<file path="src/adsq_regs.vh">
// Function
// - Reference select from control bits six to four
// - Control bit seven enables bypass capacitor
// - Scan enabled channels into own results
// - Injection channel with own settings
// - Per channel single-ended or differential input
// - Per channel choice of four acquisition times
// - Twelve bit default, alternate eight/ten
// - One-shot or continuous; software and pin trigger sources
// - Twenty bit accumulator with sign extension
// - Averaging enable by register or pin
// - Sample count two to count plus one
// - Averaged channel takes N consecutive samples
// - Shift bit set gives true average
// - Shift bit clear shifts by count minus three, zero for count three or less
// - Threshold pair low and high halves
// - Condition code selects range flag test
// - Working results copied at scan end
// - Regular channels double buffered, injection not
// - Flags for scan, saturation, range, overflow, collision
// - Acquisition times four to 1023 clocks
// - Conversion takes fourteen clocks at twelve bits
`ifndef ADSQ_REGS_VH
`define ADSQ_REGS_VH
`define ADSQ_A_CTRL      8'h00
`define ADSQ_A_SAMPLE    8'h04
`define ADSQ_A_TIME01    8'h08
`define ADSQ_A_TIME23    8'h0c
`define ADSQ_A_THRES     8'h10
`define ADSQ_A_COND      8'h14
`define ADSQ_A_START     8'h18
`define ADSQ_A_STATUS    8'h1c
`define ADSQ_A_INJCFG    8'h20
`define ADSQ_A_INJRES    8'h24
`define ADSQ_A_CHCFG     8'h40
`define ADSQ_A_RESULT    8'h80
`define ADSQ_CTRL_REF    6:4
`define ADSQ_CTRL_BYP    7
`define ADSQ_CTRL_SUBRES 8
`define ADSQ_CTRL_PLMODE 9
`define ADSQ_S_CNT       6:4
`define ADSQ_S_SHIFT     7
`define ADSQ_S_CONT      16
`define ADSQ_S_TRIGEN    17
`define ADSQ_C_DIFF      0
`define ADSQ_C_ALTRES    1
`define ADSQ_C_AVG       2
`define ADSQ_C_TIME      5:4
`define ADSQ_C_EN        31
`define ADSQ_ACQ_MIN     10'h004
`define ADSQ_CONV12      5'h0e
`define ADSQ_CONV10      5'h0c
`define ADSQ_CONV8       5'h0a
`define ADSQ_RESP_OKAY   2'h0
`define ADSQ_RESP_SLVERR 2'h2
`endif

</file>
<file path="src/adsq_postproc.v">
`timescale 1ns/10ps
`include "adsq_regs.vh"
module adsq_postproc #(
    parameter ACCW = 20
) (
    input  wire            clk,
    input  wire            rstN,
    input  wire            clear,
    input  wire            sampleValid,
    input  wire [11:0]     sample,
    input  wire [1:0]      resMode,
    input  wire            diffMode,
    input  wire            shiftBit,
    input  wire [2:0]      avgCnt,
    input  wire [15:0]     lowThr,
    input  wire [15:0]     highThr,
    input  wire [1:0]      cond,
    output wire [15:0]     avgOut,
    output wire            rangeHit,
    output wire            satHit
);
    reg  [ACCW-1:0] acc_reg;
    wire [ACCW-1:0] ext;
    wire [ACCW-1:0] sumNow;
    wire [3:0]      shAmt;
    wire [ACCW-1:0] shifted;
    wire [11:0]     maxVal;
    assign ext = diffMode ? {{(ACCW-12){sample[11]}}, sample} : {{(ACCW-12){1'b0}}, sample};
    assign sumNow = acc_reg + ext;
    assign shAmt = shiftBit ? ({1'b0, avgCnt} + 4'h1) :
                   ((avgCnt > 3'h3) ? ({1'b0, avgCnt} - 4'h3) : 4'h0);
    assign shifted = diffMode ? $unsigned($signed(sumNow) >>> shAmt) : (sumNow >> shAmt);
    assign avgOut = shifted[15:0];
    assign maxVal = (resMode == 2'h2) ? 12'h0ff : ((resMode == 2'h1) ? 12'h3ff : 12'hfff);
    assign satHit = (sample == maxVal) || (sample == 12'h000);
    assign rangeHit = (cond == 2'h0) ? (avgOut < lowThr) :
                      (cond == 2'h1) ? ((avgOut >= lowThr) && (avgOut < highThr)) :
                      (cond == 2'h2) ? (avgOut >= highThr) :
                      ((avgOut < lowThr) || (avgOut >= highThr));
    always @(posedge clk or negedge rstN)
    begin
        if (!rstN)
            acc_reg <= {ACCW{1'b0}};
        else if (clear)
            acc_reg <= {ACCW{1'b0}};
        else if (sampleValid)
            acc_reg <= sumNow;
    end
endmodule

</file>
<file path="src/adsq_top.v">
`timescale 1ns/10ps
`include "adsq_regs.vh"
module adsq_top #(
    parameter NCH = 8
) (
    input  wire         clk,
    input  wire         arst_n,
    input  wire [7:0]   s_axi_awaddr,
    input  wire         s_axi_awvalid,
    output reg          s_axi_awready,
    input  wire [31:0]  s_axi_wdata,
    input  wire [3:0]   s_axi_wstrb,
    input  wire         s_axi_wvalid,
    output reg          s_axi_wready,
    output reg  [1:0]   s_axi_bresp,
    output reg          s_axi_bvalid,
    input  wire         s_axi_bready,
    input  wire [7:0]   s_axi_araddr,
    input  wire         s_axi_arvalid,
    output reg          s_axi_arready,
    output reg  [31:0]  s_axi_rdata,
    output reg  [1:0]   s_axi_rresp,
    output reg          s_axi_rvalid,
    input  wire         s_axi_rready,
    input  wire         trigIn,
    input  wire         plAvgEn,
    input  wire         convDone,
    input  wire [11:0]  convData,
    output reg  [2:0]   refSel,
    output reg          bypassEn,
    output reg          convStart,
    output reg  [3:0]   muxSel,
    output reg          muxDiff,
    output reg  [1:0]   convRes,
    output reg          eventFlag
);
    localparam S_IDLE = 3'h0;
    localparam S_ACQ  = 3'h1;
    localparam S_CONV = 3'h2;
    localparam S_NEXT = 3'h3;
    localparam S_DONE = 3'h4;
    localparam INJ    = 4'h8;
    reg  [1:0]  rstSync_reg;
    wire        rstN;
    reg  [31:0] ctrl_reg;
    reg  [31:0] sample_reg;
    reg  [31:0] time01_reg;
    reg  [31:0] time23_reg;
    reg  [31:0] thres_reg;
    reg  [1:0]  cond_reg;
    reg  [31:0] injCfg_reg;
    reg  [15:0] injRes_reg;
    reg  [31:0] chCfg_reg [0:NCH-1];
    reg  [15:0] work_reg [0:NCH-1];
    reg  [15:0] result_reg [0:NCH-1];
    reg  [NCH-1:0] rangeW_reg;
    reg  [NCH-1:0] rangeR_reg;
    reg  [5:0]  stat_reg;
    reg  [2:0]  state_reg;
    reg  [3:0]  ch_reg;
    reg  [9:0]  cnt_reg;
    reg  [8:0]  nLeft_reg;
    reg         scanReq_reg;
    reg         oneShot_reg;
    reg         trigPrev_reg;
    reg  [7:0]  wAddr_reg;
    reg         wHave_reg;
    reg  [31:0] wData_reg;
    reg         dHave_reg;
    wire [31:0] cfg;
    wire [1:0]  tSel;
    wire [9:0]  acqT;
    wire        avgOn;
    wire [8:0]  nSamp;
    wire [15:0] avgOut;
    wire        rangeHit;
    wire        satHit;
    wire        lastSample;
    wire        trigEdge;
    wire        swStart;
    wire        doWrite;
    wire [7:0]  wa;
    wire [7:0]  ra;
    reg  [3:0]  nextCh;
    reg  [31:0] rd;
    integer     k;
    always @(posedge clk or negedge arst_n)
    begin
        if (!arst_n)
            rstSync_reg <= 2'h0;
        else
            rstSync_reg <= {rstSync_reg[0], 1'b1};
    end
    assign rstN = rstSync_reg[1];
    assign cfg = (ch_reg == INJ) ? injCfg_reg : chCfg_reg[ch_reg[2:0]];
    assign tSel = cfg[`ADSQ_C_TIME];
    assign acqT = (tSel == 2'h0) ? time01_reg[9:0] : (tSel == 2'h1) ? time01_reg[25:16] :
                  (tSel == 2'h2) ? time23_reg[9:0] : time23_reg[25:16];
    assign avgOn = ctrl_reg[`ADSQ_CTRL_PLMODE] ? plAvgEn : cfg[`ADSQ_C_AVG];
    assign nSamp = avgOn ? (9'h002 << sample_reg[`ADSQ_S_CNT]) : 9'h001;
    assign lastSample = (nLeft_reg == 9'h001);
    assign trigEdge = sample_reg[`ADSQ_S_TRIGEN] && trigIn && !trigPrev_reg;
    assign wa = wHave_reg ? wAddr_reg : s_axi_awaddr;
    assign doWrite = (wHave_reg || (s_axi_awvalid && s_axi_awready)) &&
                     (dHave_reg || (s_axi_wvalid && s_axi_wready)) && !s_axi_bvalid;
    assign swStart = doWrite && (wa == `ADSQ_A_START);
    assign ra = s_axi_araddr;
    adsq_postproc #(
        .ACCW (20)
    ) u_pp (
        .clk         (clk),
        .rstN        (rstN),
        .clear       (state_reg == S_ACQ && cnt_reg == 10'h000 && nLeft_reg == 9'h000),
        .sampleValid (state_reg == S_CONV && convDone && !lastSample),
        .sample      (convData),
        .resMode     (convRes),
        .diffMode    (cfg[`ADSQ_C_DIFF]),
        .shiftBit    (avgOn && sample_reg[`ADSQ_S_SHIFT]),
        .avgCnt      (avgOn ? sample_reg[`ADSQ_S_CNT] : 3'h0),
        .lowThr      (thres_reg[15:0]),
        .highThr     (thres_reg[31:16]),
        .cond        (cond_reg),
        .avgOut      (avgOut),
        .rangeHit    (rangeHit),
        .satHit      (satHit)
    );
    always @*
    begin
        nextCh = INJ;
        for (k = NCH-1; k >= 0; k = k - 1)
            if (k > ch_reg && chCfg_reg[k][`ADSQ_C_EN] && ch_reg != INJ)
                nextCh = k[3:0];
        if (nextCh == INJ && !injCfg_reg[`ADSQ_C_EN])
            nextCh = 4'hf;
    end
    always @*
    begin
        rd = 32'h0000_0000;
        if (ra == `ADSQ_A_CTRL) rd = ctrl_reg;
        if (ra == `ADSQ_A_SAMPLE) rd = sample_reg;
        if (ra == `ADSQ_A_TIME01) rd = time01_reg;
        if (ra == `ADSQ_A_TIME23) rd = time23_reg;
        if (ra == `ADSQ_A_THRES) rd = thres_reg;
        if (ra == `ADSQ_A_COND) rd = {30'h0, cond_reg};
        if (ra == `ADSQ_A_STATUS) rd = {rangeR_reg, 16'h0, 2'h0, stat_reg};
        if (ra == `ADSQ_A_INJCFG) rd = injCfg_reg;
        if (ra == `ADSQ_A_INJRES) rd = {16'h0, injRes_reg};
        for (k = 0; k < NCH; k = k + 1)
        begin
            if (ra == `ADSQ_A_CHCFG + 4 * k) rd = chCfg_reg[k];
            if (ra == `ADSQ_A_RESULT + 4 * k) rd = {16'h0, result_reg[k]};
        end
    end
    always @(posedge clk or negedge rstN)
    begin
        if (!rstN)
        begin
            s_axi_awready <= 1'b0;
            s_axi_wready <= 1'b0;
            s_axi_bvalid <= 1'b0;
            s_axi_bresp <= `ADSQ_RESP_OKAY;
            s_axi_arready <= 1'b0;
            s_axi_rvalid <= 1'b0;
            s_axi_rdata <= 32'h0000_0000;
            s_axi_rresp <= `ADSQ_RESP_OKAY;
            wHave_reg <= 1'b0;
            dHave_reg <= 1'b0;
            wAddr_reg <= 8'h00;
            wData_reg <= 32'h0000_0000;
            ctrl_reg <= 32'h0000_0040;
            sample_reg <= 32'h0000_0000;
            time01_reg <= {6'h0, `ADSQ_ACQ_MIN, 6'h0, `ADSQ_ACQ_MIN};
            time23_reg <= {6'h0, `ADSQ_ACQ_MIN, 6'h0, `ADSQ_ACQ_MIN};
            thres_reg <= 32'h0000_0000;
            cond_reg <= 2'h0;
            injCfg_reg <= 32'h0000_0000;
            for (k = 0; k < NCH; k = k + 1)
                chCfg_reg[k] <= 32'h0000_0000;
        end
        else
        begin
            s_axi_awready <= !wHave_reg && !s_axi_awready && !s_axi_bvalid;
            s_axi_wready <= !dHave_reg && !s_axi_wready && !s_axi_bvalid;
            if (s_axi_awvalid && s_axi_awready)
            begin
                wHave_reg <= 1'b1;
                wAddr_reg <= s_axi_awaddr;
            end
            if (s_axi_wvalid && s_axi_wready)
            begin
                dHave_reg <= 1'b1;
                wData_reg <= s_axi_wdata;
            end
            if (doWrite)
            begin
                wHave_reg <= 1'b0;
                dHave_reg <= 1'b0;
                s_axi_awready <= 1'b0;
                s_axi_wready <= 1'b0;
                s_axi_bvalid <= 1'b1;
                s_axi_bresp <= `ADSQ_RESP_OKAY;
                case (wa)
                    `ADSQ_A_CTRL: ctrl_reg <= dHave_reg ? wData_reg : s_axi_wdata;
                    `ADSQ_A_SAMPLE: sample_reg <= dHave_reg ? wData_reg : s_axi_wdata;
                    `ADSQ_A_TIME01: time01_reg <= dHave_reg ? wData_reg : s_axi_wdata;
                    `ADSQ_A_TIME23: time23_reg <= dHave_reg ? wData_reg : s_axi_wdata;
                    `ADSQ_A_THRES: thres_reg <= dHave_reg ? wData_reg : s_axi_wdata;
                    `ADSQ_A_COND: cond_reg <= dHave_reg ? wData_reg[1:0] : s_axi_wdata[1:0];
                    `ADSQ_A_INJCFG: injCfg_reg <= dHave_reg ? wData_reg : s_axi_wdata;
                    `ADSQ_A_START, `ADSQ_A_STATUS: ;
                    default:
                    begin
                        s_axi_bresp <= `ADSQ_RESP_SLVERR;
                        for (k = 0; k < NCH; k = k + 1)
                            if (wa == `ADSQ_A_CHCFG + 4 * k)
                            begin
                                chCfg_reg[k] <= dHave_reg ? wData_reg : s_axi_wdata;
                                s_axi_bresp <= `ADSQ_RESP_OKAY;
                            end
                    end
                endcase
            end
            if (s_axi_bvalid && s_axi_bready)
                s_axi_bvalid <= 1'b0;
            s_axi_arready <= !s_axi_arready && !s_axi_rvalid;
            if (s_axi_arvalid && s_axi_arready)
            begin
                s_axi_arready <= 1'b0;
                s_axi_rvalid <= 1'b1;
                s_axi_rdata <= rd;
                s_axi_rresp <= (ra[1:0] != 2'h0 || ra > `ADSQ_A_RESULT + 8'h1c) ?
                               `ADSQ_RESP_SLVERR : `ADSQ_RESP_OKAY;
            end
            if (s_axi_rvalid && s_axi_rready)
                s_axi_rvalid <= 1'b0;
        end
    end
    always @(posedge clk or negedge rstN)
    begin
        if (!rstN)
        begin
            state_reg <= S_IDLE;
            ch_reg <= 4'h0;
            cnt_reg <= 10'h000;
            nLeft_reg <= 9'h000;
            scanReq_reg <= 1'b0;
            oneShot_reg <= 1'b0;
            trigPrev_reg <= 1'b0;
            stat_reg <= 6'h00;
            rangeW_reg <= {NCH{1'b0}};
            rangeR_reg <= {NCH{1'b0}};
            injRes_reg <= 16'h0000;
            convStart <= 1'b0;
            muxSel <= 4'h0;
            muxDiff <= 1'b0;
            convRes <= 2'h0;
            refSel <= 3'h4;
            bypassEn <= 1'b0;
            eventFlag <= 1'b0;
            for (k = 0; k < NCH; k = k + 1)
            begin
                work_reg[k] <= 16'h0000;
                result_reg[k] <= 16'h0000;
            end
        end
        else
        begin
            refSel <= ctrl_reg[`ADSQ_CTRL_REF];
            bypassEn <= ctrl_reg[`ADSQ_CTRL_BYP];
            trigPrev_reg <= trigIn;
            convStart <= 1'b0;
            eventFlag <= |stat_reg;
            if (doWrite && wa == `ADSQ_A_STATUS)
                stat_reg <= stat_reg & ~(dHave_reg ? wData_reg[5:0] : s_axi_wdata[5:0]);
            if (swStart || trigEdge)
            begin
                if (state_reg != S_IDLE)
                    stat_reg[4] <= 1'b1;
                scanReq_reg <= 1'b1;
            end
            case (state_reg)
                S_IDLE:
                    if (scanReq_reg || sample_reg[`ADSQ_S_CONT])
                    begin
                        scanReq_reg <= 1'b0;
                        ch_reg <= 4'h0;
                        state_reg <= S_NEXT;
                        oneShot_reg <= 1'b1;
                    end
                S_NEXT:
                begin
                    if (oneShot_reg && chCfg_reg[0][`ADSQ_C_EN])
                        ch_reg <= 4'h0;
                    else
                        ch_reg <= nextCh;
                    oneShot_reg <= 1'b0;
                    state_reg <= ((oneShot_reg && chCfg_reg[0][`ADSQ_C_EN]) || nextCh != 4'hf) ? S_ACQ : S_DONE;
                    cnt_reg <= 10'h000;
                    nLeft_reg <= 9'h000;
                end
                S_ACQ:
                begin
                    if (nLeft_reg == 9'h000)
                        nLeft_reg <= nSamp + 9'h001;
                    muxSel <= ch_reg;
                    muxDiff <= cfg[`ADSQ_C_DIFF];
                    convRes <= cfg[`ADSQ_C_ALTRES] ? (ctrl_reg[`ADSQ_CTRL_SUBRES] ? 2'h2 : 2'h1) : 2'h0;
                    cnt_reg <= cnt_reg + 10'h001;
                    if (cnt_reg + 10'h001 >= ((acqT < `ADSQ_ACQ_MIN) ? `ADSQ_ACQ_MIN : acqT))
                    begin
                        convStart <= 1'b1;
                        state_reg <= S_CONV;
                    end
                end
                S_CONV:
                    if (convDone)
                    begin
                        if (satHit)
                            stat_reg[1] <= 1'b1;
                        if (nLeft_reg > 9'h002)
                        begin
                            nLeft_reg <= nLeft_reg - 9'h001;
                            cnt_reg <= 10'h000;
                            state_reg <= S_ACQ;
                        end
                        else
                        begin
                            if (ch_reg == INJ)
                            begin
                                injRes_reg <= avgOut;
                                stat_reg[5] <= 1'b1;
                            end
                            else
                            begin
                                work_reg[ch_reg[2:0]] <= avgOut;
                                rangeW_reg[ch_reg[2:0]] <= rangeHit;
                            end
                            if (rangeHit)
                                stat_reg[2] <= 1'b1;
                            state_reg <= (ch_reg == INJ) ? S_IDLE : S_NEXT;
                            if (ch_reg != INJ && nextCh == INJ)
                                state_reg <= S_DONE;
                        end
                    end
                S_DONE:
                begin
                    for (k = 0; k < NCH; k = k + 1)
                        result_reg[k] <= work_reg[k];
                    rangeR_reg <= rangeW_reg;
                    stat_reg[0] <= 1'b1;
                    if (stat_reg[0])
                        stat_reg[3] <= 1'b1;
                    if (injCfg_reg[`ADSQ_C_EN] && ch_reg != INJ)
                    begin
                        ch_reg <= INJ;
                        cnt_reg <= 10'h000;
                        nLeft_reg <= 9'h000;
                        state_reg <= S_ACQ;
                    end
                    else
                        state_reg <= S_IDLE;
                end
                default:
                    state_reg <= S_IDLE;
            endcase
        end
    end
endmodule

</file>
<file path="config.mk">
export PLATFORM = sky130hd
export DESIGN_NAME = adsq_top
export DESIGN_NICKNAME = d
export VERILOG_FILES = /design/src/adsq_postproc.v /design/src/adsq_top.v
export VERILOG_INCLUDE_DIRS = /design/src
export SDC_FILE = /design/constraint.sdc
export NUM_CORES = 2
export LEC_CHECK = 0
export ABC_AREA = 1
export BUFFER_PORTS_ARGS = -buffer_cell sky130_fd_sc_hd__buf_4
export CAP_MARGIN = 10
export CORE_MARGIN = 3
export CORE_UTILIZATION = 30
export DETAILED_ROUTE_END_ITERATION = 7
export GPL_ROUTABILITY_DRIVEN = 0
export PLACE_DENSITY_LB_ADDON = 0.1
export SLEW_MARGIN = 20
export SYNTH_ARGS = -nofsm -noshare
export SYNTH_HDL_FRONTEND = slang
export SYNTH_SLANG_ARGS = --single-unit
</file>
<file path="constraint.sdc">
create_clock -name clk -period 61.2 [get_ports clk]
set_clock_uncertainty 0.2 [all_clocks]
set_input_delay 6.12 -clock clk [delete_from_list [all_inputs] [get_ports clk]]
set_output_delay 6.12 -clock clk [all_outputs]
set_load 0.01 [all_outputs]
</file>
* Word level (Yosys, flattened, before mapping)
Index checks and enable logic that the tools add are counted.
** Storage, ports and cells
- Output and inout bits :: 54
- Logic and storage cells :: 397
- Register bits after elaboration :: 891
- Bits of input ports :: 74
** Operators by class
- Add/subtract/negate cells :: 6
- $lt $le $gt $ge :: 20
- Eq/ne operators :: 63
- Shift-type cells :: 3
- Reduce and logical (&&, ||, !) cells :: 103
- Multiplexer cells :: 132
- Bitwise gates (word level) :: 6
** Operator list (number)
- 32-bit 2-to-1 mux :: 26
- 128-bit bitwise mux :: 1
- 8-bit by 7-bit equality test with 1-bit output, second input constant :: 16
- 32-bit binary-select mux with 3-bit select :: 1
- 10-bit 2-to-1 mux :: 7
- 8-bit equality test, second input constant :: 8
- 20-bit 2-to-1 mux :: 3
- 8-bit by 5-bit equality test with 1-bit output, second input constant :: 7
- 4-bit 2-to-1 mux :: 13
- 16-bit demux with 3-bit select :: 1
- 9-bit 2-to-1 mux :: 5
- 1-bit logical AND :: 42
- 10-bit case mux with 4 select lines :: 1
- 9-bit case mux with 4 select lines :: 1
- 1-bit 2-to-1 mux :: 35
- 8-bit by 4-bit equality test with 1-bit output, second input constant :: 4
- 16-bit >= comparator :: 2
- 16-bit < comparator :: 2
- 16-bit 2-to-1 mux :: 2
- 2-bit 2-to-1 mux :: 16
- 6-bit 2-to-1 mux :: 5
- 3-bit AND reduction :: 10
- 8-bit by 6-bit equality test with 1-bit output, second input constant :: 3
- 12-bit 2-to-1 mux :: 2
- other kinds (60) :: 120

* Logic depth before layout (Yosys ltp)
- Depth in word-level cells :: 26
- Mapped depth :: 38
- Mapped depth without buffers :: 38

* By module
Synthesis repeated with hierarchy kept, for this count alone.
** Unflattened totals
- Cell total of the unflattened synthesis :: 5292
- Area total of the unflattened synthesis :: 42457.0 um2
** By module, submodules not included
- adsq_top :: instances 1, seq. area each 21753.4 um2, area an instance 38409.3 um2, cells each 4597
- adsq_postproc :: instances 1, seq. area each 500.5 um2, area an instance 4047.6 um2, cells each 695

* Worst setup path after synthesis
Ideal clock, no wire load.
- Path type :: input to register
- Start :: input port convData[3]
- End :: register rangeW_reg[0]
- Setup slack :: 50935 ps
- Stages on the path :: 26
- Setup time :: 83 ps
- Buffers on the path :: 0
- Arrival :: 9983 ps
- Required time :: 60917 ps
- Cells stage by stage :: ha_1 > nand2_1 > nor4_1 > nand2_1 > nand2_1 > nand3_1 > nand2_1 > nand2_1 > nand2_1 > nand3_1 > nand2_1 > nand2_1 > nand3_1 > nand3_2 > nand3_1 > nand3_1 > and2_1 > ha_1 > a21oi_1 > nor2_1 > a211oi_1 > o221a_2 > nand2_1 > o31ai_1 > nand2_1 > o21ai_0
** On the way
- Longest elaborated chain between the ends :: 10
- Elaborated cells between the ends (all ways) :: 15
- Those cells by class :: 1 x add/sub; 4 x order compare; 2 x shift; 6 x mux; 2 x reduce/logical
** RTL lines
- from (decl) :: RTL line adsq_top.v:28 : input wire [11:0] convData,
- 20-bit 2-to-1 mux (*) :: RTL line adsq_postproc.v:28 : assign ext = diffMode ? {{(ACCW-12){sample[11]}}, sample} : {{(ACCW-12){1'b0}}, sample};
- 20-bit adder (*) :: RTL line adsq_postproc.v:29 : assign sumNow = acc_reg + ext;
- 20-bit by 4-bit right shift with 16-bit output / 20-bit by 4-bit >>> shifter with 16-bit output (equally long branches) :: RTL line adsq_postproc.v:32 : assign shifted = diffMode ? $unsigned($signed(sumNow) >>> shAmt) : (sumNow >> shAmt);
- 16-bit 2-to-1 mux (*) :: RTL line adsq_postproc.v:32
- via avgOut[9] :: RTL line adsq_top.v:75 : wire [15:0] avgOut;
- 16-bit < comparator / 16-bit >= comparator (equally long branches) :: RTL line adsq_postproc.v:36, adsq_postproc.v:39, adsq_postproc.v:38
- 1-bit logical OR :: RTL line adsq_postproc.v:39 : ((avgOut < lowThr) || (avgOut >= highThr));
- 1-bit 2-to-1 mux :: RTL line adsq_postproc.v:38 : (cond == 2'h2) ? (avgOut >= highThr) :
- 1-bit 2-to-1 mux :: RTL line adsq_postproc.v:37 : (cond == 2'h1) ? ((avgOut >= lowThr) && (avgOut < highThr)) :
- 1-bit 2-to-1 mux (*) :: RTL line adsq_postproc.v:36 : assign rangeHit = (cond == 2'h0) ? (avgOut < lowThr) :
- 8-bit bitwise mux (*) :: RTL line adsq_top.v:336 : rangeW_reg[ch_reg[2:0]] <= rangeHit;
- to (signal assigned) :: RTL line adsq_top.v:250 : rangeW_reg <= {NCH{1'b0}};
- to (signal, indexed assignment) :: RTL line adsq_top.v:336
- to (decl) :: RTL line adsq_top.v:56 : reg [NCH-1:0] rangeW_reg;
The timed path passes the listed nets; every way through them passes the cells marked *.
A chain may end at the register's enable or synchronous reset.

* Worst setup path in the final report
- Start :: input port convData[3]
- End :: register rangeW_reg[1]
The elaborated chain is that of the path after synthesis.

==> impl_table.tex <==
\begin{tabular}{lr}
\hline
Metric & Value \\
\hline
\multicolumn{2}{l}{\textbf{Cells and area}} \\
Signed area change from the synthesized netlist to the final layout & 14.9\% \\
Largest register FFs & 256 \\
Multi-input gate area in the final layout & 0.0174 mm\^{}2 \\
Post-layout util & 34.8\% \\
Share of layout cells above drive strength 1 & 9.94\% \\
Fill cells & 14,800 \\
Top library cells by usage in the layout, fill and taps aside & 1,742 x nand2\_1, 881 x dfrtp\_1, 788 x o21ai\_0 \\
Area taken by flip-flops and latches & 0.0223 mm\^{}2 \\
Layout Nets & 5,364 \\
Most frequent standard cell in the layout excluding fill and tap cells & nand2\_1 \\
\multicolumn{2}{l}{\textbf{Timing}} \\
Max Fclk & 0.0893 GHz \\
Ratio of final minimum period to clock period & 18.3\% \\
Actual slew at the worst max-slew pin & 1.22 ns \\
Final Critical Period & 11.20 ns \\
Final Hold Fails & 0 \\
Total Neg Setup Slack & 0 ns \\
Number of max-slew violations in the final report & 0 \\
Max-slew headroom & 17.9\% \\
Worst Hold Margin & 0.153 ns \\
Setup repair after global routing missed its margin & no \\
Final setup violating endpoints & 0 \\
\multicolumn{2}{l}{\textbf{Setup path}} \\
Largest fanout of any net on the critical path & 10 \\
Category of the worst setup path launch point & input pin \\
Critical path endpoint category & flop \\
Required time worst endpoint & 61.64 ns \\
Arrival time at the worst endpoint & 11.65 ns \\
Critical path class & in2reg \\
\multicolumn{2}{l}{\textbf{Clocking}} \\
CTS-repair resized insts & 0 \\
Buffers from clock root to sink, at most & 3 \\
Clock slew at reported path FFs & 0.06 ns \\
CTS Hold Buffers Added & 0 \\
Number of sinks on the clock net & 889 \\
Number of buffers added by the clock tree synthesis step & 105 \\
Setup fix buffers added after clock tree synthesis & 0 \\
Worst-skew pair later-pin latency & 0.73 ns \\
TritonCTS clock tree & done \\
Number of H-tree levels & 3 \\
Clock root cell & clkbuf\_16 \\
\multicolumn{2}{l}{\textbf{Global routing}} \\
Aggregate global-route resource usage & 22.0\% \\
Met3 Usage GRT & 2.62\% \\
First-pass GRT wire length & 240,000 um \\
Met1 layer usage reported by global route & 30.8\% \\
Via count of the first global-routing pass & 35,000 \\
Met2 track utilization from global routing & 36.3\% \\
Global routing's busiest layer & met2 \\
Leftover overflow at the end of global routing & 0 \\
Antenna violations before repair & 6 \\
Pin count of the biggest net entering global routing & 168 \\
\multicolumn{2}{l}{\textbf{Yosys}} \\
Number of standard cells after synthesis & 5,191 \\
Post-synthesis compound-gate area fraction & 15.6\% \\
Count of distinct cell types in the synthesized netlist & 70 \\
Largest family of logic cells by synthesized area & simple AND/OR/NAND/NOR gates \\
Fraction of the mapped netlist area in adder cells & 1.88\% \\
Async S/R FF share, synth & 100\% \\
Synth Area in Simple Gates & 22.6\% \\
Number of synthesized register bits & 889 \\
Netlist area before placement & 0.0423 mm\^{}2 \\
Number of enable-type register cells in the synthesized netlist & 0 \\
Synthesis Warnings & 0 \\
Most common flop cell mapped by yosys & dfrtp\_1 \\
Part of the Yosys area used for sequential elements & 52.6\% \\
Xor-xnor portion of the synthesized cell area & 0.411\% \\
Mux share of post-synthesis cell area & 0.254\% \\
Avg Cell Area, Syn & 8.15 um\^{}2 \\
\multicolumn{2}{l}{\textbf{Routing}} \\
First-pass iteration count of the detailed router & 6 \\
DRC & 0 \\
Detailed-route vias per instance & 4.95 \\
Number of DRC markers in iteration 0 & 3,249 \\
WL final & 160,000 um \\
ANT nets after route & 0 \\
Routed wire per std cell & 22.3 um \\
Total number of vias & 35,600 \\
\multicolumn{2}{l}{\textbf{Power}} \\
Leakage power & 23.1 nW \\
Power Density & 45.7 mW/mm\^{}2 \\
Highest ir drop seen on vdd & 0.0302 mV \\
Final Total Pwr & 0.00222 W \\
\multicolumn{2}{l}{\textbf{Die}} \\
IO Count & 128 \\
DIE AREA & 0.146 mm\^{}2 \\
Area of the core region & 0.140 mm\^{}2 \\
Chip Width & 382 um \\
Chip Height & 382 um \\
Starting utilization of the core area & 30.3\% \\
FP Rows & 137 \\
\multicolumn{2}{l}{\textbf{Run status}} \\
Status & complete, no violations \\
\multicolumn{2}{l}{\textbf{Placed design}} \\
Count of buffers from port buffering & 121 \\
HPWL after detailed placement & 106,000 um \\
\multicolumn{2}{l}{\textbf{Run}} \\
MaxCap Viol Count & 0 \\
\multicolumn{2}{l}{\textbf{Min path}} \\
Classification of the worst-slack hold path & reg2reg \\
\hline
\end{tabular}
[kinds of logic (layout without fill, tap and decap cells)]
group	after synthesis	in the layout
compound gates	1178	1178
xor+xnor	19	19
fa+ha+maj	63	63
buf+inv	729	848
flops	889	889
mux	10	10
other cells	2	5
simple gates	2301	2301
[critical path, cell delays in order]
cell      delay, ns
buf_4          0.12
ha_1           0.39
nand2_1        0.11
nor4_1         0.50
nand2_1        0.10
nand2_1        0.12
nand3_1        0.08
nand2_1        0.10
nand2_1        0.06
nand2_1        0.12
xor2_1         0.33
o21ai_0        0.17
nand2_1        0.07
o21ai_0        0.11
nand2_1        0.19
nand3_2        0.10
nand2_2        0.55
inv_1          0.23
ha_1           0.35
nand2_1        0.08
nor2_1         0.05
a211oi_1       0.22
o221a_2        0.24
nand2_1        0.08
o31ai_1        0.59
buf_4          0.30
nand2_1        0.06
o21ai_0        0.09
[report_power, final]
| part | leakage, nW | total [W] | switching, W | internal (W) |
|---|---|---|---|---|
| Combinational | 9.91 | 0.000779 | 0.000564 | 0.000215 |
| Clock | 1.66 | 0.000626 | 0.000268 | 0.000358 |
| Sequential | 11.6 | 0.000816 | 0.0000854 | 0.000730 |
| Total | 23.1 | 0.00222 | 0.000917 | 0.00130 |
[per-layer routing]
metal | part of all wire (%) | wire (um) | vias to the layer above
met5 | 0 | 0 | -
met4 | 2.0 | 3260 | 0
met3 | 4.5 | 7210 | 163
met2 | 47 | 75500 | 825
met1 | 46 | 74200 | 17600
li1 | - | - | 17100
[final timing paths]
check                                          from                   endpoint  slack (ns)  cells past startpoint
min in group asynchronous  rstSync_reg[1]$_DFF_PN0_   wAddr_reg[4]$_DFFE_PN0P_        0.17                      0
min reg2reg                rstSync_reg[0]$_DFF_PN0_   rstSync_reg[1]$_DFF_PN0_        0.15                      0
max in group asynchronous                    arst_n   rstSync_reg[1]$_DFF_PN0_       55.73                      1
max reg2reg                   ch_reg[2]$_DFFE_PN0P_  rangeW_reg[1]$_DFFE_PN0P_       53.74                     30
min                        rstSync_reg[0]$_DFF_PN0_   rstSync_reg[1]$_DFF_PN0_        0.15                      0
max                                     convData[3]  rangeW_reg[1]$_DFFE_PN0P_       50.00                     28
[metrics by stage]
step | cells | cell area, um^2 | worst slack, ns
after detailed placement | 6996 | 45200 | 49.18
after floorplan | 5192 | 42300 | 34.40
final | 7189 | 48600 | 50.00
after global placement | 6996 | 45200 | 49.17
after global routing | 7187 | 48600 | 49.46
after CTS | 7187 | 48600 | 49.96
[cells in the mapped netlist, drive strengths merged (7+ instances only)]
| cell | instances | area share, % |
|---|---|---|
| nor2 | 181 | 1.7 |
| o221ai | 7 | 0.14 |
| nor4 | 11 | 0.18 |
| a21oi | 139 | 1.7 |
| nand4 | 84 | 1.3 |
| o2111ai | 14 | 0.29 |
| a211oi | 13 | 0.23 |
| nor3 | 38 | 0.52 |
| nand2 | 1774 | 16 |
| xor2 | 19 | 0.41 |
| clkbuf | 234 | 2.1 |
| o21ai | 813 | 9.7 |
| buf | 42 | 0.57 |
| a21o | 9 | 0.16 |
| a31oi | 17 | 0.25 |
| nand3 | 175 | 2.4 |
| o211ai | 35 | 0.66 |
| ha | 62 | 1.8 |
| dfrtp | 883 | 52 |
| inv | 453 | 4.0 |
| o21a | 15 | 0.27 |
| a221oi | 50 | 1.0 |
| o22ai | 31 | 0.46 |
| or2 | 24 | 0.35 |
[cell type report]
cell class	count	share of cell area, %
diodes	2	0.0103
clock buffers	170	6.45
clock inverters	21	0.528
inverters	453	3.51
multi-input cells	3574	35.7
flip-flops and latches	889	45.8
well taps	1876	4.83
repair buffers	204	3.18
No activity file was read; power rests on OpenSTA's default activity.
